**src/rtl/camd_cfg.svh**
```systemverilog
// constants of the addressing-mode decoder: opcode classes, prebytes, ranges
// assumes inclusion by camd_pkg users and by the decoder module
`ifndef CAMD_CFG_SVH
`define CAMD_CFG_SVH
// ==========================================================
// prebyte codes
`define CAMD_PRE_Y      8'h90
`define CAMD_PRE_IND    8'h92
`define CAMD_PRE_INDY   8'h91
// ==========================================================
// opcode classes, taken from the opcode's upper nibble
`define CAMD_CLS_INH    4'h0
`define CAMD_CLS_IMM    4'h1
`define CAMD_CLS_DIRS   4'h2
`define CAMD_CLS_DIRL   4'h3
`define CAMD_CLS_IDX0   4'h4
`define CAMD_CLS_IDXS   4'h5
`define CAMD_CLS_IDXL   4'h6
`define CAMD_CLS_REL    4'h7
`define CAMD_CLS_RELATIVE_SUBROUTINE_CALL  4'h8
// opcode bit that marks an operation with short forms only
`define CAMD_SHORT_ONLY 3
// ==========================================================
// address figures and lengths
`define CAMD_PAGE0      8'h00
`define CAMD_INC16      16'h0001
`define CAMD_IDXS_TOP   16'h01fe
`define CAMD_LEN_ONE    3'h1
`define CAMD_LEN_IMM    3'h2
`define CAMD_LEN_LONG   3'h3
`define CAMD_LEN_MAX    3'h4
`define CAMD_EXT_ONE    2'h1
`define CAMD_EXT_TWO    2'h2
`endif

```
**src/rtl/camd_pkg.sv**
```systemverilog
// types of the addressing-mode decoder: states, modes, prefixes, decode record
// assumes camd_cfg.svh supplies the numeric constants
`default_nettype none
package camd_pkg;
	typedef enum logic [5:0] {
		S_OPC  = 6'h01,
		S_OP1  = 6'h02,
		S_OP2  = 6'h04,
		S_PTRH = 6'h08,
		S_PTRL = 6'h10,
		S_EXE  = 6'h20
	} camd_state_t;

	typedef enum logic [3:0] {
		M_INH  = 4'h0,
		M_IMM  = 4'h1,
		M_DIRS = 4'h2,
		M_DIRL = 4'h3,
		M_IDX0 = 4'h4,
		M_IDXS = 4'h5,
		M_IDXL = 4'h6,
		M_INDS = 4'h7,
		M_INDL = 4'h8,
		M_IIXS = 4'h9,
		M_IIXL = 4'ha,
		M_RELD = 4'hb,
		M_RELI = 4'hc
	} camd_mode_t;

	typedef enum logic [1:0] {
		P_NONE = 2'h0,
		P_Y    = 2'h1,
		P_IND  = 2'h2,
		P_INDY = 2'h3
	} camd_pfx_t;

	typedef struct packed {
		camd_mode_t  mode;
		logic        use_y;
		logic        unauth;
		logic [2:0]  len;
		logic [15:0] ea;
		logic [7:0]  imm;
	} camd_dec_t;

	typedef struct packed {
		logic       legal;
		camd_mode_t mode;
		logic       use_y;
		logic       unauth;
		logic [1:0] ext;
		logic       wptr;
	} camd_cls_t;

	typedef struct packed {
		camd_state_t state;
		camd_pfx_t   pfx;
		logic [2:0]  len;
		camd_mode_t  mode;
		logic        use_y;
		logic        unauth;
		logic        wptr;
		logic [1:0]  ext;
		logic [7:0]  b1;
		logic [7:0]  b2;
		logic [7:0]  phi;
		logic [7:0]  plo;
		logic [15:0] npc;
		logic        mem_rd;
		logic [15:0] mem_addr;
		logic        dvld;
		logic        ill;
		camd_dec_t   dec;
	} camd_st_t;
endpackage : camd_pkg
`default_nettype wire

```
**src/rtl/camd_dec.sv**
```systemverilog
// instruction decode and effective-address unit of the 8-bit core
// assumes fetch, index registers and data memory run on CLK_SYS
// Operation
// - inherent instruction is one opcode byte
// - immediate is opcode plus one operand byte
// - short direct takes one byte, page zero
// - long direct takes a two-byte address word
// - indexed address is unsigned index plus offset
// - indexed without offset uses index alone
// - short indexed adds offset byte, up to 1fe
// - long indexed adds a word offset
// - indirect fetches byte or word pointer
// - indirect indexed adds index to fetched pointer
// - relative adds sign-extended byte to PC
// - relative offset inline or fetched from memory
// - relative base is the following instruction
// - long forms only for load/compare/logic/arith
// - instructions are one to four bytes
// - prebyte, opcode, then zero to two bytes
// - prefix_second_index turns X forms into Y
// - prefix_indirect turns direct and offset-indexed forms into indirect
// - prefix_indirect_second_index gives Y indirect indexed
// - undefined opcode byte raises a reset
// - unauthorised prebyte pairing raises no reset
`timescale 1ns/1ps
`default_nettype none
`include "camd_cfg.svh"

module camd_dec (
	input  wire logic              CLK_SYS,    // core clock, 20 MHz
	input  wire logic              NRST,       // system reset
	input  wire logic              BYTE_VALID, // fetched byte offered
	input  wire logic [7:0]        BYTE_DATA,  // fetched byte
	input  wire logic [15:0]       BYTE_ADDR,  // address of fetched byte
	output logic                   BYTE_READY, // decoder takes byte
	input  wire logic [7:0]        IDX_X,      // first index register
	input  wire logic [7:0]        IDX_Y,      // second index register
	output logic                   MEM_RD,     // pointer read request
	output logic [15:0]            MEM_ADDR,   // pointer read address
	input  wire logic              MEM_ACK,    // pointer read done
	input  wire logic [7:0]        MEM_RDATA,  // pointer read data
	output logic                   DEC_VALID,  // decode result pulse
	output camd_pkg::camd_dec_t    DEC,        // decode result
	output logic                   ILL_RST     // illegal opcode reset pulse
);

	// ==========================================================
	// opcode classification
	function automatic camd_pkg::camd_cls_t classify(
		input logic [7:0]          opc,
		input camd_pkg::camd_pfx_t pf
	);
		camd_pkg::camd_cls_t c;
		logic                lng_ok;
		logic                ind;
		c       = '0;
		lng_ok  = !opc[`CAMD_SHORT_ONLY];
		ind     = (pf == camd_pkg::P_IND) || (pf == camd_pkg::P_INDY);
		c.legal = 1'b1;
		c.use_y = (pf == camd_pkg::P_Y);
		case (opc[7:4])
			`CAMD_CLS_INH: begin
				c.mode   = camd_pkg::M_INH;
				c.unauth = ind;
			end
			`CAMD_CLS_IMM: begin
				c.legal  = lng_ok;
				c.mode   = camd_pkg::M_IMM;
				c.ext    = `CAMD_EXT_ONE;
				c.unauth = ind;
			end
			`CAMD_CLS_DIRS: begin
				c.ext    = `CAMD_EXT_ONE;
				c.mode   = (pf == camd_pkg::P_IND) ? camd_pkg::M_INDS
					: camd_pkg::M_DIRS;
				c.unauth = (pf == camd_pkg::P_INDY);
			end
			`CAMD_CLS_DIRL: begin
				c.legal  = lng_ok;
				c.unauth = (pf == camd_pkg::P_INDY);
				if (pf == camd_pkg::P_IND) begin
					c.mode = camd_pkg::M_INDL;
					c.ext  = `CAMD_EXT_ONE;
					c.wptr = 1'b1;
				end else begin
					c.mode = camd_pkg::M_DIRL;
					c.ext  = `CAMD_EXT_TWO;
				end
			end
			`CAMD_CLS_IDX0: begin
				c.mode   = camd_pkg::M_IDX0;
				c.unauth = ind;
			end
			`CAMD_CLS_IDXS: begin
				c.ext   = `CAMD_EXT_ONE;
				c.mode  = ind ? camd_pkg::M_IIXS : camd_pkg::M_IDXS;
				c.use_y = (pf == camd_pkg::P_Y) || (pf == camd_pkg::P_INDY);
			end
			`CAMD_CLS_IDXL: begin
				c.legal = lng_ok;
				c.use_y = (pf == camd_pkg::P_Y) || (pf == camd_pkg::P_INDY);
				if (ind) begin
					c.mode = camd_pkg::M_IIXL;
					c.ext  = `CAMD_EXT_ONE;
					c.wptr = 1'b1;
				end else begin
					c.mode = camd_pkg::M_IDXL;
					c.ext  = `CAMD_EXT_TWO;
				end
			end
			`CAMD_CLS_REL, `CAMD_CLS_RELATIVE_SUBROUTINE_CALL: begin
				c.ext    = `CAMD_EXT_ONE;
				c.mode   = (pf == camd_pkg::P_IND) ? camd_pkg::M_RELI
					: camd_pkg::M_RELD;
				c.use_y  = 1'b0;
				c.unauth = (pf == camd_pkg::P_Y) || (pf == camd_pkg::P_INDY);
			end
			default: begin
				c.legal = 1'b0;
			end
		endcase
		return c;
	endfunction : classify

	// ==========================================================
	// state and next state
	camd_pkg::camd_st_t  st_ff;
	camd_pkg::camd_st_t  nxt_st;
	camd_pkg::camd_cls_t cls;
	camd_pkg::camd_pfx_t pfx_in;
	logic                is_pre;
	logic                take;
	logic                ill_now;
	logic                need_ptr;
	logic [15:0]         idx16;
	logic [15:0]         ptrw;
	logic [7:0]          off8;
	logic [15:0]         ea;

	always_comb begin
		BYTE_READY = (st_ff.state == camd_pkg::S_OPC)
			|| (st_ff.state == camd_pkg::S_OP1)
			|| (st_ff.state == camd_pkg::S_OP2);
		take   = BYTE_VALID && BYTE_READY;
		is_pre = 1'b1;
		pfx_in = camd_pkg::P_NONE;
		if (BYTE_DATA == `CAMD_PRE_Y) begin
			pfx_in = camd_pkg::P_Y;
		end else if (BYTE_DATA == `CAMD_PRE_IND) begin
			pfx_in = camd_pkg::P_IND;
		end else if (BYTE_DATA == `CAMD_PRE_INDY) begin
			pfx_in = camd_pkg::P_INDY;
		end else begin
			is_pre = 1'b0;
		end
		cls     = classify(BYTE_DATA, st_ff.pfx);
		ill_now = take && (st_ff.state == camd_pkg::S_OPC) && !is_pre
			&& !cls.legal;
		need_ptr = (st_ff.mode == camd_pkg::M_INDS) || (st_ff.mode == camd_pkg::M_INDL)
			|| (st_ff.mode == camd_pkg::M_IIXS) || (st_ff.mode == camd_pkg::M_IIXL)
			|| (st_ff.mode == camd_pkg::M_RELI);
	end

	// effective address from the gathered bytes
	always_comb begin
		idx16 = {`CAMD_PAGE0, st_ff.use_y ? IDX_Y : IDX_X};
		ptrw  = {st_ff.phi, st_ff.plo};
		off8  = (st_ff.mode == camd_pkg::M_RELI) ? st_ff.plo : st_ff.b1;
		case (st_ff.mode)
			camd_pkg::M_DIRS: ea = {`CAMD_PAGE0, st_ff.b1};
			camd_pkg::M_DIRL: ea = {st_ff.b1, st_ff.b2};
			camd_pkg::M_IDX0: ea = idx16;
			camd_pkg::M_IDXS: ea = idx16 + {`CAMD_PAGE0, st_ff.b1};
			camd_pkg::M_IDXL: ea = {st_ff.b1, st_ff.b2} + idx16;
			camd_pkg::M_INDS: ea = {`CAMD_PAGE0, st_ff.plo};
			camd_pkg::M_INDL: ea = ptrw;
			camd_pkg::M_IIXS: ea = idx16 + {`CAMD_PAGE0, st_ff.plo};
			camd_pkg::M_IIXL: ea = ptrw + idx16;
			camd_pkg::M_RELD, camd_pkg::M_RELI:
				ea = st_ff.npc + {{8{off8[7]}}, off8};
			default: ea = '0;
		endcase
	end

	// ==========================================================
	// sequencer
	always_comb begin
		nxt_st      = st_ff;
		nxt_st.dvld = 1'b0;
		nxt_st.ill  = 1'b0;
		case (st_ff.state)
			camd_pkg::S_OPC: begin
				if (take) begin
					nxt_st.npc = BYTE_ADDR + `CAMD_INC16;
					nxt_st.len = st_ff.len + `CAMD_LEN_ONE;
					if (is_pre && st_ff.pfx == camd_pkg::P_NONE) begin
						nxt_st.pfx = pfx_in;
					end else if (is_pre) begin
						// second prebyte: both codes are defined, so no reset
						nxt_st.mode   = camd_pkg::M_INH;
						nxt_st.unauth = 1'b1;
						nxt_st.use_y  = 1'b0;
						nxt_st.state  = camd_pkg::S_EXE;
					end else if (!cls.legal) begin
						nxt_st.ill = 1'b1;
						nxt_st.pfx = camd_pkg::P_NONE;
						nxt_st.len = '0;
					end else begin
						nxt_st.mode   = cls.mode;
						nxt_st.use_y  = cls.use_y;
						nxt_st.unauth = cls.unauth;
						nxt_st.ext    = cls.ext;
						nxt_st.wptr   = cls.wptr;
						nxt_st.state  = (cls.ext == '0) ? camd_pkg::S_EXE
							: camd_pkg::S_OP1;
					end
				end
			end
			camd_pkg::S_OP1: begin
				if (take) begin
					nxt_st.b1  = BYTE_DATA;
					nxt_st.npc = BYTE_ADDR + `CAMD_INC16;
					nxt_st.len = st_ff.len + `CAMD_LEN_ONE;
					if (st_ff.ext == `CAMD_EXT_TWO) begin
						nxt_st.state = camd_pkg::S_OP2;
					end else if (need_ptr) begin
						nxt_st.mem_rd   = 1'b1;
						nxt_st.mem_addr = {`CAMD_PAGE0, BYTE_DATA};
						nxt_st.state    = st_ff.wptr ? camd_pkg::S_PTRH
							: camd_pkg::S_PTRL;
					end else begin
						nxt_st.state = camd_pkg::S_EXE;
					end
				end
			end
			camd_pkg::S_OP2: begin
				if (take) begin
					nxt_st.b2    = BYTE_DATA;
					nxt_st.npc   = BYTE_ADDR + `CAMD_INC16;
					nxt_st.len   = st_ff.len + `CAMD_LEN_ONE;
					nxt_st.state = camd_pkg::S_EXE;
				end
			end
			camd_pkg::S_PTRH: begin
				if (MEM_ACK) begin
					nxt_st.phi      = MEM_RDATA;
					nxt_st.mem_addr = st_ff.mem_addr + `CAMD_INC16;
					nxt_st.state    = camd_pkg::S_PTRL;
				end
			end
			camd_pkg::S_PTRL: begin
				if (MEM_ACK) begin
					nxt_st.plo    = MEM_RDATA;
					nxt_st.mem_rd = 1'b0;
					nxt_st.state  = camd_pkg::S_EXE;
				end
			end
			camd_pkg::S_EXE: begin
				nxt_st.dvld       = 1'b1;
				nxt_st.dec.mode   = st_ff.mode;
				nxt_st.dec.use_y  = st_ff.use_y;
				nxt_st.dec.unauth = st_ff.unauth;
				nxt_st.dec.len    = st_ff.len;
				nxt_st.dec.ea     = ea;
				nxt_st.dec.imm    = (st_ff.mode == camd_pkg::M_IMM) ? st_ff.b1 : '0;
				nxt_st.pfx        = camd_pkg::P_NONE;
				nxt_st.len        = '0;
				nxt_st.unauth     = 1'b0;
				nxt_st.state      = camd_pkg::S_OPC;
			end
			default: begin
				nxt_st.state = camd_pkg::S_OPC;
			end
		endcase
	end

	always_ff @(posedge CLK_SYS or negedge NRST) begin
		if (!NRST) begin
			st_ff       <= '0;
			st_ff.state <= camd_pkg::S_OPC;
		end else begin
			st_ff <= nxt_st;
		end
	end

	assign MEM_RD    = st_ff.mem_rd;
	assign MEM_ADDR  = st_ff.mem_addr;
	assign DEC_VALID = st_ff.dvld;
	assign DEC       = st_ff.dec;
	assign ILL_RST   = st_ff.ill;
endmodule : camd_dec

`default_nettype wire

```
**config.mk**
```make
export PLATFORM = sky130hd
export DESIGN_NAME = camd_dec
export DESIGN_NICKNAME = d
export VERILOG_FILES = /design/src/rtl/camd_pkg.sv /design/src/rtl/camd_dec.sv
export VERILOG_INCLUDE_DIRS = /design/src /design/src/rtl
export SDC_FILE = /design/constraint.sdc
export NUM_CORES = 1
export LEC_CHECK = 0
export BUFFER_PORTS_ARGS = -buffer_cell sky130_fd_sc_hd__buf_2
export CAP_MARGIN = 10
export CORE_ASPECT_RATIO = 1.1
export CORE_MARGIN = 4
export CORE_UTILIZATION = 60
export CTS_CLUSTER_SIZE = 40
export DETAILED_ROUTE_END_ITERATION = 7
export PLACE_DENSITY = 0.82
export RECOVER_POWER = 25
export SETUP_SLACK_MARGIN = 0.1
export SYNTH_ARGS = -nofsm -noshare
export SYNTH_HDL_FRONTEND = slang
export SYNTH_SLANG_ARGS = --single-unit
```
**constraint.sdc**
```tcl
create_clock -name CLK_SYS -period 8.3 [get_ports CLK_SYS]
set_input_delay 2.075 -clock CLK_SYS [delete_from_list [all_inputs] [get_ports CLK_SYS]]
set_output_delay 2.075 -clock CLK_SYS [all_outputs]
set_load 0.01 [all_outputs]
```
## Word-level counts from Yosys, hierarchy flattened

Index checks and enable logic that the tools add are counted.

| cells by class | value |
|---|---|
| add/subtract/negate cells | 8 |
| eq/ne operators | 46 |
| multiplexer cells | 64 |
| bitwise gates (word level) | 2 |
| reductions and logical operators | 43 |

Operator list:

| operator | count |
|---|---|
| $pmux W16 S10 | 1 |
| $mux W6 | 11 |
| $pmux W16 S2 | 2 |
| $mux W17 | 2 |
| $mux W33 | 1 |
| $add A16 B1 Y16 const B | 2 |
| $add A16 B8 Y16 | 2 |
| $eq A4 B3 Y1 const B | 8 |
| $mux W16 | 2 |
| $pmux W6 S5 | 1 |
| $pmux W4 S7 | 1 |
| $eq A4 B4 Y1 const B | 6 |
| $eq A8 B8 Y1 const B | 3 |
| $mux W8 | 3 |
| $mux W20 | 1 |
| $add A8 B8 Y9 | 2 |
| $add A16 B16 Y16 | 1 |
| $eq A4 B2 Y1 const B | 4 |
| $ne A2 B2 Y1 const B | 8 |
| $mux W5 | 3 |
| $reduce_and A5 Y1 | 3 |
| $mux W1 | 12 |
| $mux W12 | 1 |
| $mux W2 | 6 |
| 37 further kinds | 77 |

| storage, ports and cells | value |
|---|---|
| flip-flop bits (word level) | 120 |
| input bits | 52 |
| logic and storage cells | 186 |

## Logic depth before layout (Yosys ltp)

Gate-level depths: netlist of the first run.

| depth | value |
|---|---|
| depth in word-level cells | 11 |
| depth in mapped cells | 14 |

## Worst setup path after synthesis of the first run

OpenSTA, ideal clock, no wires.

| timing path | value |
|---|---|
| path kind | input-to-reg |
| start point | in IDX_Y[0] |
| end point | reg st_ff (netlist bit DEC[22]) |
| library setup time | 131 ps |
| arrival | 4107 ps |
| slack | 4062 ps |
| stages on the path | 9 |
| path through | mux2_2 -> ha_1 -> fa_1 -> a211oi_1 -> o211a_1 -> a211oi_1 -> xor2_1 -> o21ai_1 -> or3_1 |

| on the way | value |
|---|---|
| cells in the longest elaborated chain, start to end | 3 |

RTL lines:

| element | RTL line | source |
|---|---|---|
| start: declaration | camd_dec.sv:37 | `input wire logic [7:0] IDX_Y,` |
| $mux W8 (*) | camd_dec.sv:166 | `` idx16 = {`CAMD_PAGE0, st_ff.use_y ? IDX_Y : IDX_X}; `` |
| $add A16 B8 Y16 (on tied branches) | camd_dec.sv:178, camd_dec.sv:174 |  |
| $pmux W16 S10 (*) | camd_dec.sv:169 | `case (st_ff.mode)` |
| end signal: assignment | camd_dec.sv:282 | `st_ff <= nxt_st;` |
| end: declaration | camd_dec.sv:127 | `camd_pkg::camd_st_t st_ff;` |

Every way passes the cells marked *; elsewhere a longest branch is shown, timed or not.
A chain may end at the register's enable or synchronous reset.

## Final worst setup path of the first run

| timing path | value |
|---|---|
| start point | reg st_ff[114] (netlist bit) |
| end point | reg st_ff (netlist bit DEC[22]) |

| on the way | value |
|---|---|
| cells in the longest elaborated chain, start to end | 1 |

RTL lines:

| element | RTL line | source |
|---|---|---|
| $eq A6 B6 Y1 | camd_dec.sv:191 | `case (st_ff.state)` |

Every way passes these cells.

==> load_flow_metrics.sql, run 1 <==
INSERT INTO impl_metrics (metric_group, metric, value, unit) VALUES
('floorplan', 'die_x', '123', 'um'),
('cells_and_area', 'antenna-diode-count', '0', ''),
('synthesis', 'postSynthNetCount', '1058', ''),
('cells_and_area', 'leading_cell_type_in_the_layout_fill_and_taps_excluded', 'sky130_fd_sc_hd__nand2_1', ''),
('power_and_ir_drop', 'p_leak', '4.33', 'nW'),
('worst_hold_path', 'worst_hold_path_type', 'reg -> reg', ''),
('clocking', 'htree_num_levels', '4', ''),
('floorplan', 'design.portCount', '105', ''),
('critical_path', 'crit_chain', 'or4_1 > or3b_1 > clkinvlp_2 > o311a_1 > nand2_1 > o21ai_1 > or3_1', ''),
('run', 'cap_viol_max_count', '2', ''),
('floorplan', 'floorplan.rows', '45', ''),
('floorplan', 'die_area', '16500', 'um2'),
('clocking', 'clock_insertion_delay_worst_skew', '0.42', 'ns'),
('global_route', 'globalRouteTotalUtil', '28.5', '%'),
('cells_and_area', 'most_frequent_cells_in_the_layout', 'sky130_fd_sc_hd__nand2_1, sky130_fd_sc_hd__dfrtp_1, sky130_fd_sc_hd__buf_2', ''),
('synthesis', 'synth_enable_flop_cells', '0', ''),
('clocking', 'cts.reportedPaths.clkPinSlew', '0.06', 'ns'),
('clocking', 'cts_repair_resize_count', '0', ''),
('critical_path', 'cp_data_required_time', '8.59', 'ns'),
('place', 'place_congestion', '1.01', ''),
('synthesis', 'synth.cell_area', '8720', 'um2'),
('clocking', 'cts_hold_repair.buffers', '0', ''),
('synthesis', 'yosysSeqAreaShare', '34.4', '%'),
('global_route', 'grt_pass1_vias', '7284', ''),
('clocking', 'cts_tree', 'built', ''),
('sta', 'max-slew-margin-rel', '-110', '%'),
('sta', 'final_setup_violating_endpoints', '0', ''),
('routing', 'detailedRoute.firstPassIterationCount', '8', ''),
('global_route', 'grt_start_max_net_pins', '63', ''),
('synthesis', 'number_of_warnings_printed_during_yosys_synthesis', '0', ''),
('floorplan', 'dieHeight', '134', 'um'),
('routing', 'avgViaCountPerCell', '6.29', ''),
('clocking', 'clock_tree.root_cell', 'sky130_fd_sc_hd__clkbuf_16', ''),
('sta', 'timing_max_transition_violations_final', '60', ''),
('clocking', 'clk_path_buf_depth', '2', ''),
('synthesis', 'syn_area_per_cell', '9.04', 'um2'),
('critical_path', 'critical_path.slowest_cell', 'sky130_fd_sc_hd__clkinvlp_2', ''),
('critical_path', 'worst-setup-path-type', 'reg -> reg', ''),
('status', 'violations', 'DRC, capacitance limit, slew limit', ''),
('cells_and_area', 'filler_cell_count', '1120', ''),
('sta', 'worst_clock_skew', '0.00682', 'ns'),
('synthesis', 'post_synth_num_cell_types', '86', ''),
('power_and_ir_drop', 'power-per-cell-area', '343', 'nW/um2'),
('routing', 'wirelength', '22800', 'um'),
('synthesis', 'yosys_reg_bits', '120', ''),
('place', 'hpwl', '16700', 'um'),
('floorplan', 'core-area', '14000', 'um2'),
('sta', 'timing.setup.tns', '0', 'ns'),
('sta', 'final.period_utilization', '59.1', '%'),
('synthesis', 'postSynthCellCount', '965', ''),
('routing', 'via_count', '7557', ''),
('critical_path', 'timing.critical_path.slowest_cell_delay', '1.57', 'ns'),
('critical_path', 'crit_path_end_kind', 'flop', ''),
('sta', 'grt_setup_unrepaired', 'no', ''),
('global_route', 'grt_pass1_wl', '37400', 'um'),
('sta', 'period_minus_slack', '4.90', 'ns'),
('power_and_ir_drop', 'report.power.total', '3.28', 'mW'),
('global_route', 'grt-ovfl-total', '0', ''),
('cells_and_area', 'flow.area_growth_from_synthesis', '9.58', '%'),
('critical_path', 'critPathArrivalTime', '5.20', 'ns'),
('status', 'outcome', 'finished, violations left', ''),
('routing', 'detail_route.iter0.violations', '647', ''),
('cells_and_area', 'net_count_reported_at_finish', '1093', ''),
('sta', 'report.final.hold_viol_count', '0', ''),
('critical_path', 'critPathLaunchType', 'flop', ''),
('routing', 'detail-route-antenna-nets', '0', ''),
('sta', 'tightestPinTransition', '3.16', 'ns'),
('global_route', 'antenna_found_initial', '0', ''),
('synthesis', 'async_sr_flop_fraction', '100', '%'),
('synthesis', 'postSynth.topFlopCell', 'sky130_fd_sc_hd__dfrtp_1', ''),
('sta', 'clock.fmax', '204', 'MHz'),
('routing', 'wire_per_inst', '19.0', 'um'),
('clocking', 'clock_sink_count', '120', ''),
('critical_path', 'crit_fanout', '49', ''),
('clocking', 'post-cts-setup-buffers', '0', ''),
('clocking', 'numCtsBuffers', '17', ''),
('power_and_ir_drop', 'peakVddDrop', '0.156', 'mV'),
('cells_and_area', 'post_route_cells_drive_above_1_share', '22.3', '%'),
('routing', 'drt_drc_violations_left', '2', ''),
('place', 'port_buffers', '104', ''),
('floorplan', 'floorplan.initialDensity', '62.2', '%');
==> Yosys cell counts (all sizes together) (6+ instances only) <==
cell type  instances  area [um2]
nand2            121         457
dfrtp            119        2980
o21ai             84         432
buf               68         472
mux2              66         747
nor2              52         200
a21oi             47         235
ha                38         475
nand3             29         150
clkbuf            25        93.8
xnor2             24         210
xor2              23         201
inv               20        75.1
nor3              18        95.1
a31oi             17         106
and3              12        75.1
mux2i             12         120
a21o              11        82.6
a221oi            11        96.3
nand2b            10        62.6
nand4             10        77.6
a22oi              9        67.6
nor3b              9         101
o211ai             9        67.6
or3                9        56.3
a211oi             8        60.1
o21a               8        60.1
nor2b              6        37.5
==> report_power, final <==
group / internal (mW) / switching [mW] / leakage, nW
logic: 0.627 / 0.874 / 2.46
clock network: 0.481 / 0.277 / 0.293
registers: 0.769 / 0.251 / 1.58
total: 1.88 / 1.40 / 4.33
==> layer usage <==
metal  vias up  GRT usage [%]  routed length, um
met3        59           5.78               1700
met2       342           46.6              11100
met5         -              0                  0
met4         0           9.89                668
li1       3565              -                  -
met1      3591           37.8               9320
==> layout make-up <==
class / count / area (um2) / share of cell area (%)
Tap cell: 188 / 235 / 2.46
Sequential cell: 120 / 3000 / 31.4
Clock buffer: 18 / 439 / 4.59
Inverter: 21 / 80.1 / 0.838
Multi-Input combinational cell: 731 / 5070 / 53.1
Clock inverter: 14 / 171 / 1.79
Timing Repair Buffer: 109 / 557 / 5.82
==> cell families (layout without fill, tap and decap cells) <==
group / Yosys count / in the layout / synth area share [%]
xor gates and xnor gates: 47 / 47 / 4.72
DFF: 120 / 120 / 34.4
buffers and inverters: 114 / 162 / 7.44
adders and majority gates: 42 / 42 / 6.25
AOI/OAI and AO/OA: 254 / 254 / 18.9
and+or+nand+nor: 310 / 310 / 18.3
muxes: 78 / 78 / 9.94
==> stage by stage <==
stage | instances | hold slack, ns | utilization, % | setup WS [ns] | instance area, um2
floorplan | 965 | 0.435 | - | 4.06 | 8720
global placement | 1169 | 0.453 | 63.9 | 3.71 | 8960
detailed placement | 1169 | 0.462 | 63.9 | 3.71 | 8960
CTS | 1201 | 0.475 | 68.3 | 4.15 | 9570
global route | 1201 | 0.501 | 68.2 | 2.88 | 9560
finish | 1201 | 0.470 | 68.2 | 3.40 | 9560
==> flip-flops by register name (all words and copies together) (netlist names) <==
signal / cells
DEC: 33
DEC_VALID: 1
st_ff: 52
MEM_RD: 1
MEM_ADDR: 16
ILL_RST: 1
ptrw: 16
==> worst max-delay path: cells and delay by family, from the launching register on <==
family | cells | cell delay [ns]
buffers and inverters | 1 | 1.57
DFF | 1 | 0.69
and+or+nand+nor | 4 | 1.84
AOI/OAI and AO/OA | 2 | 0.66
==> worst paths after layout <==
kind	cells after the start	start	slack, ns	endpoint
worst max register to register	7	st_ff[114]$_DFFE_PN1P_	3.40	DEC[22]$_DFFE_PN0P_
min in group asynchronous	1	NRST	2.70	MEM_ADDR[2]$_DFFE_PN0P_
worst min register to register	2	st_ff[100]$_DFFE_PN0P_	0.47	st_ff[100]$_DFFE_PN0P_
max in group asynchronous	2	NRST	3.54	DEC[20]$_DFFE_PN0P_
worst max-delay path	7	st_ff[114]$_DFFE_PN1P_	3.40	DEC[22]$_DFFE_PN0P_
worst min-delay path	2	st_ff[100]$_DFFE_PN0P_	0.47	st_ff[100]$_DFFE_PN0P_
Note: power is estimated with default switching activity, not from simulation.
==> inputs of run 2 (changes only) <==
--- a/config.mk
+++ b/config.mk
@@ -6,14 +6,15 @@
 export SDC_FILE = /design/constraint.sdc
 export NUM_CORES = 1
 export LEC_CHECK = 0
+export ABC_AREA = 1
 export BUFFER_PORTS_ARGS = -buffer_cell sky130_fd_sc_hd__buf_2
 export CAP_MARGIN = 10
 export CORE_ASPECT_RATIO = 1.1
 export CORE_MARGIN = 4
-export CORE_UTILIZATION = 60
+export CORE_UTILIZATION = 54
 export CTS_CLUSTER_SIZE = 40
 export DETAILED_ROUTE_END_ITERATION = 7
-export PLACE_DENSITY = 0.82
+export PLACE_DENSITY = 0.78
 export RECOVER_POWER = 25
 export SETUP_SLACK_MARGIN = 0.1
 export SYNTH_ARGS = -nofsm -noshare
==> constraint.sdc (replaced) <==
create_clock -name CLK_SYS -period 4.17 [get_ports CLK_SYS]
set_input_delay 1.0425 -clock CLK_SYS [delete_from_list [all_inputs] [get_ports CLK_SYS]]
set_output_delay 1.0425 -clock CLK_SYS [all_outputs]
set_load 0.01 [all_outputs]
==> run 2 against run 1 <==
  * The run ends with capacitance limit, slew limit left
  * Clock-buffer cell count is 1 lower
  * Register-to-register slack worse by 2.5 ns
  * Maximum frequency is 48% higher
  * Sequential power is 76% higher
  * Power is 70% higher
  * Cell area is 3.5% higher
  * First-iteration DRC count is 9.4% higher
  * Final cell count is 32% higher
  * Critical endpoint is now st_ff[111]$_DFFE_PN0P_
==> load_flow_metrics.sql, run 2 <==
INSERT INTO impl_metrics (metric_group, metric, value, unit) VALUES
('status', 'outcome', 'finished, violations left', ''),
('status', 'violations', 'capacitance limit, slew limit', ''),
('cells_and_area', 'net_count_reported_at_finish', '1460', ''),
('synthesis', 'async_sr_flop_fraction', '100', '%'),
('sta', 'period_minus_slack', '3.32', 'ns'),
('routing', 'detailedRoute.firstPassIterationCount', '7', ''),
('clocking', 'numCtsBuffers', '17', ''),
('cells_and_area', 'largest_register_ff_count', '52', ''),
('sta', 'timing_max_transition_violations_final', '50', ''),
('routing', 'detail_route.iter0.violations', '708', ''),
('sta', 'final_setup_violating_endpoints', '0', ''),
('worst_hold_path', 'worst_hold_path_type', 'reg -> reg', ''),
('floorplan', 'design.portCount', '105', ''),
('cells_and_area', 'leading_cell_type_in_the_layout_fill_and_taps_excluded', 'sky130_fd_sc_hd__nand2_1', ''),
('clocking', 'cts_hold_repair.buffers', '0', ''),
('synthesis', 'number_of_warnings_printed_during_yosys_synthesis', '0', ''),
('synthesis', 'post-synth-top-area-fraction', '33.3', '%'),
('synthesis', 'synth.cell_area', '8950', 'um2'),
('global_route', 'grt_pass1_vias', '8167', ''),
('cells_and_area', 'flow.area_growth_from_synthesis', '10.5', '%'),
('power_and_ir_drop', 'peakVddDrop', '0.309', 'mV'),
('synthesis', 'synth_enable_flop_cells', '0', ''),
('global_route', 'antenna_found_initial', '5', ''),
('cells_and_area', 'post_route_cells_drive_above_1_share', '12.8', '%'),
('critical_path', 'worst-setup-path-type', 'reg -> reg', ''),
('synthesis', 'post_synth_num_cell_types', '55', ''),
('clocking', 'clock_sink_count', '120', ''),
('clocking', 'cts_tree', 'built', ''),
('sta', 'report.final.hold_viol_count', '0', ''),
('synthesis', 'postSynthCellCount', '1314', ''),
('cells_and_area', 'most_frequent_cells_in_the_layout', 'sky130_fd_sc_hd__nand2_1, sky130_fd_sc_hd__inv_1, sky130_fd_sc_hd__dfrtp_1', ''),
('power_and_ir_drop', 'p_leak', '5.26', 'nW'),
('synthesis', 'yosysSeqAreaShare', '33.6', '%'),
('critical_path', 'critical_path.slowest_cell', 'sky130_fd_sc_hd__clkbuf_1', ''),
('floorplan', 'die_area', '18700', 'um2'),
('critical_path', 'cp_data_required_time', '4.48', 'ns'),
('clocking', 'htree_num_levels', '4', ''),
('floorplan', 'floorplan.rows', '49', ''),
('sta', 'final.period_utilization', '79.5', '%'),
('synthesis', 'synth_area_leaders', 'sky130_fd_sc_hd__dfrtp_1, sky130_fd_sc_hd__nand2_1, sky130_fd_sc_hd__o21ai_0', ''),
('floorplan', 'floorplan.initialDensity', '54.9', '%'),
('critical_path', 'end_point_of_the_critical_path', 'st_ff[111]$_DFFE_PN0P_', ''),
('global_route', 'grt_pass1_wl', '41300', 'um'),
('routing', 'avgViaCountPerCell', '5.49', ''),
('routing', 'highest-signal-layer', 'met5', ''),
('sta', 'grt_setup_unrepaired', 'no', ''),
('sta', 'clock.fmax', '302', 'MHz'),
('critical_path', 'crit_fanout', '44', ''),
('global_route', 'grt_start_max_net_pins', '72', ''),
('routing', 'via_count', '8704', ''),
('critical_path', 'crit_path_end_kind', 'flop', ''),
('sta', 'max-slew-margin-rel', '-83.6', '%'),
('floorplan', 'core-area', '16300', 'um2'),
('clocking', 'clock_tree.root_cell', 'sky130_fd_sc_hd__clkbuf_16', ''),
('run', 'cap_viol_max_count', '1', ''),
('floorplan', 'dieHeight', '143', 'um'),
('synthesis', 'syn_area_per_cell', '6.81', 'um2'),
('critical_path', 'r2r_start', 'st_ff[116]$_DFFE_PN0P_', ''),
('power_and_ir_drop', 'power-per-cell-area', '564', 'nW/um2'),
('sta', 'worst_clock_skew', '0.00710', 'ns'),
('synthesis', 'postSynth.topFlopCell', 'sky130_fd_sc_hd__dfrtp_1', ''),
('critical_path', 'crit_chain', 'nor2_1 > nand3_1 > nor3_4 > clkbuf_1 > inv_2 > nand2_1 > nand2_1 > xor2_1 > nor2_1', ''),
('synthesis', 'synth.largest_area_cell', 'sky130_fd_sc_hd__dfrtp_1', ''),
('place', 'hpwl', '20000', 'um'),
('floorplan', 'die_x', '131', 'um'),
('critical_path', 'critPathArrivalTime', '3.63', 'ns'),
('routing', 'm1WireLength', '11200', 'um'),
('clocking', 'clk_path_buf_depth', '2', ''),
('routing', 'met3WireLength', '1980', 'um'),
('critical_path', 'slack_of_the_worst_reg_to_reg_path', '0.85', 'ns'),
('synthesis', 'synth.top_cells.by_count', 'sky130_fd_sc_hd__nand2_1, sky130_fd_sc_hd__inv_1, sky130_fd_sc_hd__dfrtp_1', ''),
('critical_path', 'crit_start', 'st_ff[116]$_DFFE_PN0P_', ''),
('critical_path', 'crit-reg2reg-capture', 'st_ff[111]$_DFFE_PN0P_', ''),
('place', 'placed_area', '9300', 'um2'),
('routing', 'wire_per_inst', '16.2', 'um'),
('clocking', 'clock_insertion_delay_worst_skew', '0.42', 'ns'),
('synthesis', 'yosys_reg_bits', '120', ''),
('cells_and_area', 'top_register', 'st_ff', ''),
('routing', 'detail-route-antenna-nets', '0', ''),
('sta', 'timing.setup.tns', '0', 'ns'),
('global_route', 'grt-ovfl-total', '0', ''),
('critical_path', 'critPathLaunchType', 'flop', ''),
('place', 'place_congestion', '0.970', ''),
('routing', 'drt_drc_violations_left', '0', ''),
('clocking', 'post-cts-setup-buffers', '0', ''),
('global_route', 'globalRouteTotalUtil', '27.9', '%'),
('clocking', 'cts_repair_resize_count', '0', ''),
('synthesis', 'postSynthNetCount', '1407', ''),
('routing', 'met2_length', '11800', 'um'),
('clocking', 'cts.reportedPaths.clkPinSlew', '0.06', 'ns'),
('routing', 'wirelength', '25600', 'um'),
('sta', 'tightestPinTransition', '2.75', 'ns'),
('place', 'port_buffers', '104', ''),
('synthesis', 'synth_most_common_cell', 'sky130_fd_sc_hd__nand2_1', ''),
('critical_path', 'worst_r2r_path_depth', '9', ''),
('critical_path', 'timing.critical_path.slowest_cell_delay', '0.99', 'ns'),
('cells_and_area', 'final_design_area_no_fill', '9890', 'um2');
-- run 2: per-layer routing --
| layer | up-vias | track usage (%) |
|---|---|---|
| met3 | 64 | 5.69 |
| met2 | 321 | 44.6 |
| met5 | - | 0 |
| li1 | 4378 | - |
| met1 | 3933 | 38.2 |
| met4 | 8 | 8.83 |
-- run 2: final cells by class --
class | count | area, um2
Timing Repair Buffer | 110 | 573
Multi-Input combinational cell | 965 | 4890
Antenna cell | 1 | 2.50
Clock buffer | 17 | 425
Sequential cell | 120 | 3000
Clock inverter | 15 | 171
Fill cell | 1572 | 6420
Tap cell | 204 | 255
Inverter | 153 | 574
-- run 2: report_power, final --
part / switching, mW / leakage [nW] / internal [mW] / total (mW)
sequential: 0.323 / 1.50 / 1.48 / 1.80
combinational: 1.49 / 3.47 / 0.810 / 2.30
clock: 0.589 / 0.283 / 0.891 / 1.48
-- run 2: kinds of logic after synthesis --
family	Yosys count	share of synthesized area (%)
buf+inv	229	11.9
simple gates	683	32.5
mux	1	0.112
compound gates	222	14.1
flops	120	33.6
fa+ha+maj	41	5.98
xor+xnor	18	1.76
-- run 2: worst min-delay path by stage --
stage | start | endpoint | slack (ns) | cells after the start
final | DEC[27]$_DFFE_PN0P_ | DEC[27]$_DFFE_PN0P_ | 0.47 | 2
after global routing | DEC[26]$_DFFE_PN0P_ | DEC[26]$_DFFE_PN0P_ | 0.49 | 2
after CTS | DEC[27]$_DFFE_PN0P_ | DEC[27]$_DFFE_PN0P_ | 0.47 | 2
after detailed placement | DEC[27]$_DFFE_PN0P_ | DEC[27]$_DFFE_PN0P_ | 0.45 | 2
after global placement | DEC[26]$_DFFE_PN0P_ | DEC[26]$_DFFE_PN0P_ | 0.45 | 2
after floorplan | st_ff[101]$_DFFE_PN0P_ | st_ff[101]$_DFFE_PN0P_ | 0.44 | 2
-- run 2: metrics by stage --
step	power, mW	hold WS (ns)	cells	setup slack, ns	utilization, %
finish	5.58	0.466	1585	0.854	60.7
global route	6.00	0.490	1585	0.441	60.7
CTS	5.58	0.469	1584	1.03	60.7
detailed placement	4.09	0.454	1552	0.754	57.0
global placement	4.05	0.451	1552	0.855	57.0
floorplan	3.53	0.442	1314	1.21	-
-- run 2: worst max-delay path: cells and delay by family (launching register included) --
| kind | cells | cell delay, ns |
|---|---|---|
| xor+xnor | 1 | 0.13 |
| buf+inv | 2 | 1.65 |
| flops | 1 | 0.40 |
| simple gates | 6 | 1.00 |
==> inputs of run 3 (changes only) <==
--- a/config.mk
+++ b/config.mk
@@ -11,10 +11,10 @@
 export CAP_MARGIN = 10
 export CORE_ASPECT_RATIO = 1.1
 export CORE_MARGIN = 4
-export CORE_UTILIZATION = 54
+export CORE_UTILIZATION = 60
 export CTS_CLUSTER_SIZE = 40
 export DETAILED_ROUTE_END_ITERATION = 7
-export PLACE_DENSITY = 0.78
+export PLACE_DENSITY = 0.82
 export RECOVER_POWER = 25
 export SETUP_SLACK_MARGIN = 0.1
 export SYNTH_ARGS = -nofsm -noshare
==> constraint.sdc (replaced) <==
create_clock -name CLK_SYS -period 3.3 [get_ports CLK_SYS]
set_input_delay 0.825 -clock CLK_SYS [delete_from_list [all_inputs] [get_ports CLK_SYS]]
set_output_delay 0.825 -clock CLK_SYS [all_outputs]
set_load 0.01 [all_outputs]
==> run 3 against run 2 <==
  * Final cell count down 0.50%
  * Utilization up 8.0 points
  * Die area down 9.4%
  * Wire length down 0.25%
  * Critical path type unchanged
  * Sequential share of layout area down 0.20 points
  * Clock-buffer cell count unchanged
  * The run still ends with capacitance limit, slew limit left
  * Via count up 2.8%
  * Largest power group unchanged
  * Global-route usage up 2.4 points
  * Highest routed layer is now met4
  * Combinational power up 28%
  * Worst setup slack worse by 0.44 ns
  * First-iteration DRC count up 29%
==> load_flow_metrics.sql, run 3 (same netlist as run 2, synthesis figures left out) <==
INSERT INTO impl_metrics (metric_group, metric, value, unit) VALUES
('global_route', 'globalRouteTotalUtil', '30.4', '%'),
('sta', 'worst_clock_skew', '0.00724', 'ns'),
('power_and_ir_drop', 'peakVddDrop', '0.433', 'mV'),
('sta', 'grt_setup_unrepaired', 'no', ''),
('cells_and_area', 'largest_register_ff_count', '52', ''),
('sta', 'report.final.hold_viol_count', '0', ''),
('power_and_ir_drop', 'power-per-cell-area', '726', 'nW/um2'),
('cells_and_area', 'top_register', 'st_ff', ''),
('sta', 'tightestPinTransition', '1.96', 'ns'),
('routing', 'wirelength', '25600', 'um'),
('routing', 'drt_drc_violations_left', '0', ''),
('sta', 'max-slew-margin-rel', '-30.7', '%'),
('clocking', 'clk_path_buf_depth', '2', ''),
('critical_path', 'crit_path_end_kind', 'flop', ''),
('clocking', 'htree_num_levels', '4', ''),
('sta', 'period_minus_slack', '2.88', 'ns'),
('cells_and_area', 'antenna-diode-count', '0', ''),
('floorplan', 'die_x', '124', 'um'),
('cells_and_area', 'filler_cell_count', '1323', ''),
('clocking', 'clock_sink_count', '120', ''),
('routing', 'via_count', '8946', ''),
('global_route', 'grt_pass1_wl', '41500', 'um'),
('routing', 'wire_per_inst', '16.2', 'um'),
('status', 'outcome', 'finished, violations left', ''),
('global_route', 'grt_pass1_vias', '8374', ''),
('sta', 'finalWorstSetupSlack', '0.417', 'ns'),
('floorplan', 'floorplan.rows', '46', ''),
('sta', 'holdWs', '0.473', 'ns'),
('cells_and_area', 'most_frequent_cells_in_the_layout', 'sky130_fd_sc_hd__nand2_1, sky130_fd_sc_hd__inv_1, sky130_fd_sc_hd__dfrtp_1', ''),
('clocking', 'numCtsBuffers', '17', ''),
('critical_path', 'critPathLaunchType', 'flop', ''),
('floorplan', 'core-area', '14500', 'um2'),
('global_route', 'grt-ovfl-total', '0', ''),
('cells_and_area', 'post_route_cells_drive_above_1_share', '13.3', '%'),
('clocking', 'cts_hold_repair.buffers', '0', ''),
('worst_hold_path', 'worst_hold_path_type', 'reg -> reg', ''),
('cells_and_area', 'leading_cell_type_in_the_layout_fill_and_taps_excluded', 'sky130_fd_sc_hd__nand2_1', ''),
('cells_and_area', 'flow.area_growth_from_synthesis', '11.3', '%'),
('status', 'violations', 'capacitance limit, slew limit', ''),
('global_route', 'antenna_found_initial', '0', ''),
('floorplan', 'dieHeight', '136', 'um'),
('routing', 'detailedRoute.firstPassIterationCount', '6', ''),
('floorplan', 'design.portCount', '105', ''),
('routing', 'detail_route.iter0.violations', '912', ''),
('sta', 'final.period_utilization', '87.4', '%'),
('critical_path', 'crit_fanout', '17', ''),
('place', 'port_buffers', '104', ''),
('sta', 'final_setup_violating_endpoints', '0', ''),
('global_route', 'grt_start_max_net_pins', '88', ''),
('clocking', 'clock_tree.root_cell', 'sky130_fd_sc_hd__clkbuf_16', ''),
('place', 'dp_slack', '0.300', 'ns'),
('cells_and_area', 'net_count_reported_at_finish', '1465', ''),
('power_and_ir_drop', 'report.power.total', '7.22', 'mW'),
('sta', 'timing_max_transition_violations_final', '34', ''),
('floorplan', 'die_area', '16900', 'um2'),
('clocking', 'cts_tree', 'built', ''),
('critical_path', 'worst-setup-path-type', 'reg -> reg', ''),
('place', 'place_congestion', '0.988', ''),
('clocking', 'clock_insertion_delay_worst_skew', '0.42', 'ns'),
('place', 'hpwl', '19500', 'um'),
('run', 'cap_viol_max_count', '1', ''),
('power_and_ir_drop', 'p_leak', '5.32', 'nW'),
('critical_path', 'critPathArrivalTime', '3.20', 'ns'),
('floorplan', 'floorplan.initialDensity', '61.7', '%'),
('routing', 'avgViaCountPerCell', '5.67', ''),
('clocking', 'cts.reportedPaths.clkPinSlew', '0.06', 'ns'),
('sta', 'clock.fmax', '347', 'MHz'),
('routing', 'detail-route-antenna-nets', '0', ''),
('sta', 'timing.setup.tns', '0', 'ns'),
('critical_path', 'cp_data_required_time', '3.62', 'ns'),
('critical_path', 'slack_of_the_worst_reg_to_reg_path', '0.42', 'ns');
## run 3: repair_timing
action                     4_1_cts  5_1_grt
setup endpoints to repair        0        5
buffers inserted                 0        0
resized for setup                0        2
## run 3: final cells by class
cell class	instances	area (um2)	area share (%)
Inverter	153	574	5.77
Tap cell	192	240	2.41
Clock inverter	15	216	2.17
Timing Repair Buffer	115	614	6.17
Multi-Input combinational cell	965	4880	49.0
Sequential cell	120	3000	30.2
Clock buffer	17	425	4.27
## run 3: where the power goes
part	leakage, nW	internal [mW]	total [mW]	switching, mW
clock	0.307	1.28	2.02	0.740
sequential	1.50	1.87	2.25	0.384
combinational	3.50	1.04	2.95	1.92
total	5.32	4.19	7.22	3.04
## run 3: per-stage QoR
step	cells	instance area, um2	utilization, %
global route	1577	9960	68.7
CTS	1577	9960	68.7
global placement	1545	9320	64.2
detailed placement	1545	9320	64.2
finish	1577	9960	68.7
floorplan	1314	8950	-
## run 3: routing by layer
metal	wire, um	GRT usage [%]	part of all wire, %
met4	634	9.20	2.5
met5	0	0	0
met2	11900	50.3	47
met3	1970	6.05	7.7
met1	11000	40.6	43
## run 3: worst max-delay path, stage by stage (launching register included)
cell and delay (ns):
sky130_fd_sc_hd__dfrtp_1 0.45, sky130_fd_sc_hd__nor2_1 0.20, sky130_fd_sc_hd__nand2_2 0.24, sky130_fd_sc_hd__nand2_1 0.11, sky130_fd_sc_hd__o21ai_0 0.10, sky130_fd_sc_hd__ha_1 0.23
sky130_fd_sc_hd__fa_1 0.39, sky130_fd_sc_hd__nand2_1 0.11, sky130_fd_sc_hd__a21oi_1 0.14, sky130_fd_sc_hd__nand2_1 0.08, sky130_fd_sc_hd__nand2_1 0.09, sky130_fd_sc_hd__or2_2 0.29
sky130_fd_sc_hd__nand3_1 0.12, sky130_fd_sc_hd__nand4_1 0.11, sky130_fd_sc_hd__nand2_1 0.08, sky130_fd_sc_hd__nand2_1 0.05
## run 3: worst paths after layout
check | from | end | cells past startpoint
setup / recovery | st_ff[106]$_DFFE_PN0P_ | DEC[14]$_DFFE_PN0P_ | 15
hold / removal | DEC[16]$_DFFE_PN0P_ | DEC[16]$_DFFE_PN0P_ | 2
setup reg to reg | st_ff[106]$_DFFE_PN0P_ | DEC[14]$_DFFE_PN0P_ | 15
hold reg to reg | DEC[16]$_DFFE_PN0P_ | DEC[16]$_DFFE_PN0P_ | 2
max in group asynchronous | NRST | st_ff[85]$_DFFE_PN0P_ | 2
min in group asynchronous | NRST | st_ff[65]$_DFFE_PN0P_ | 1
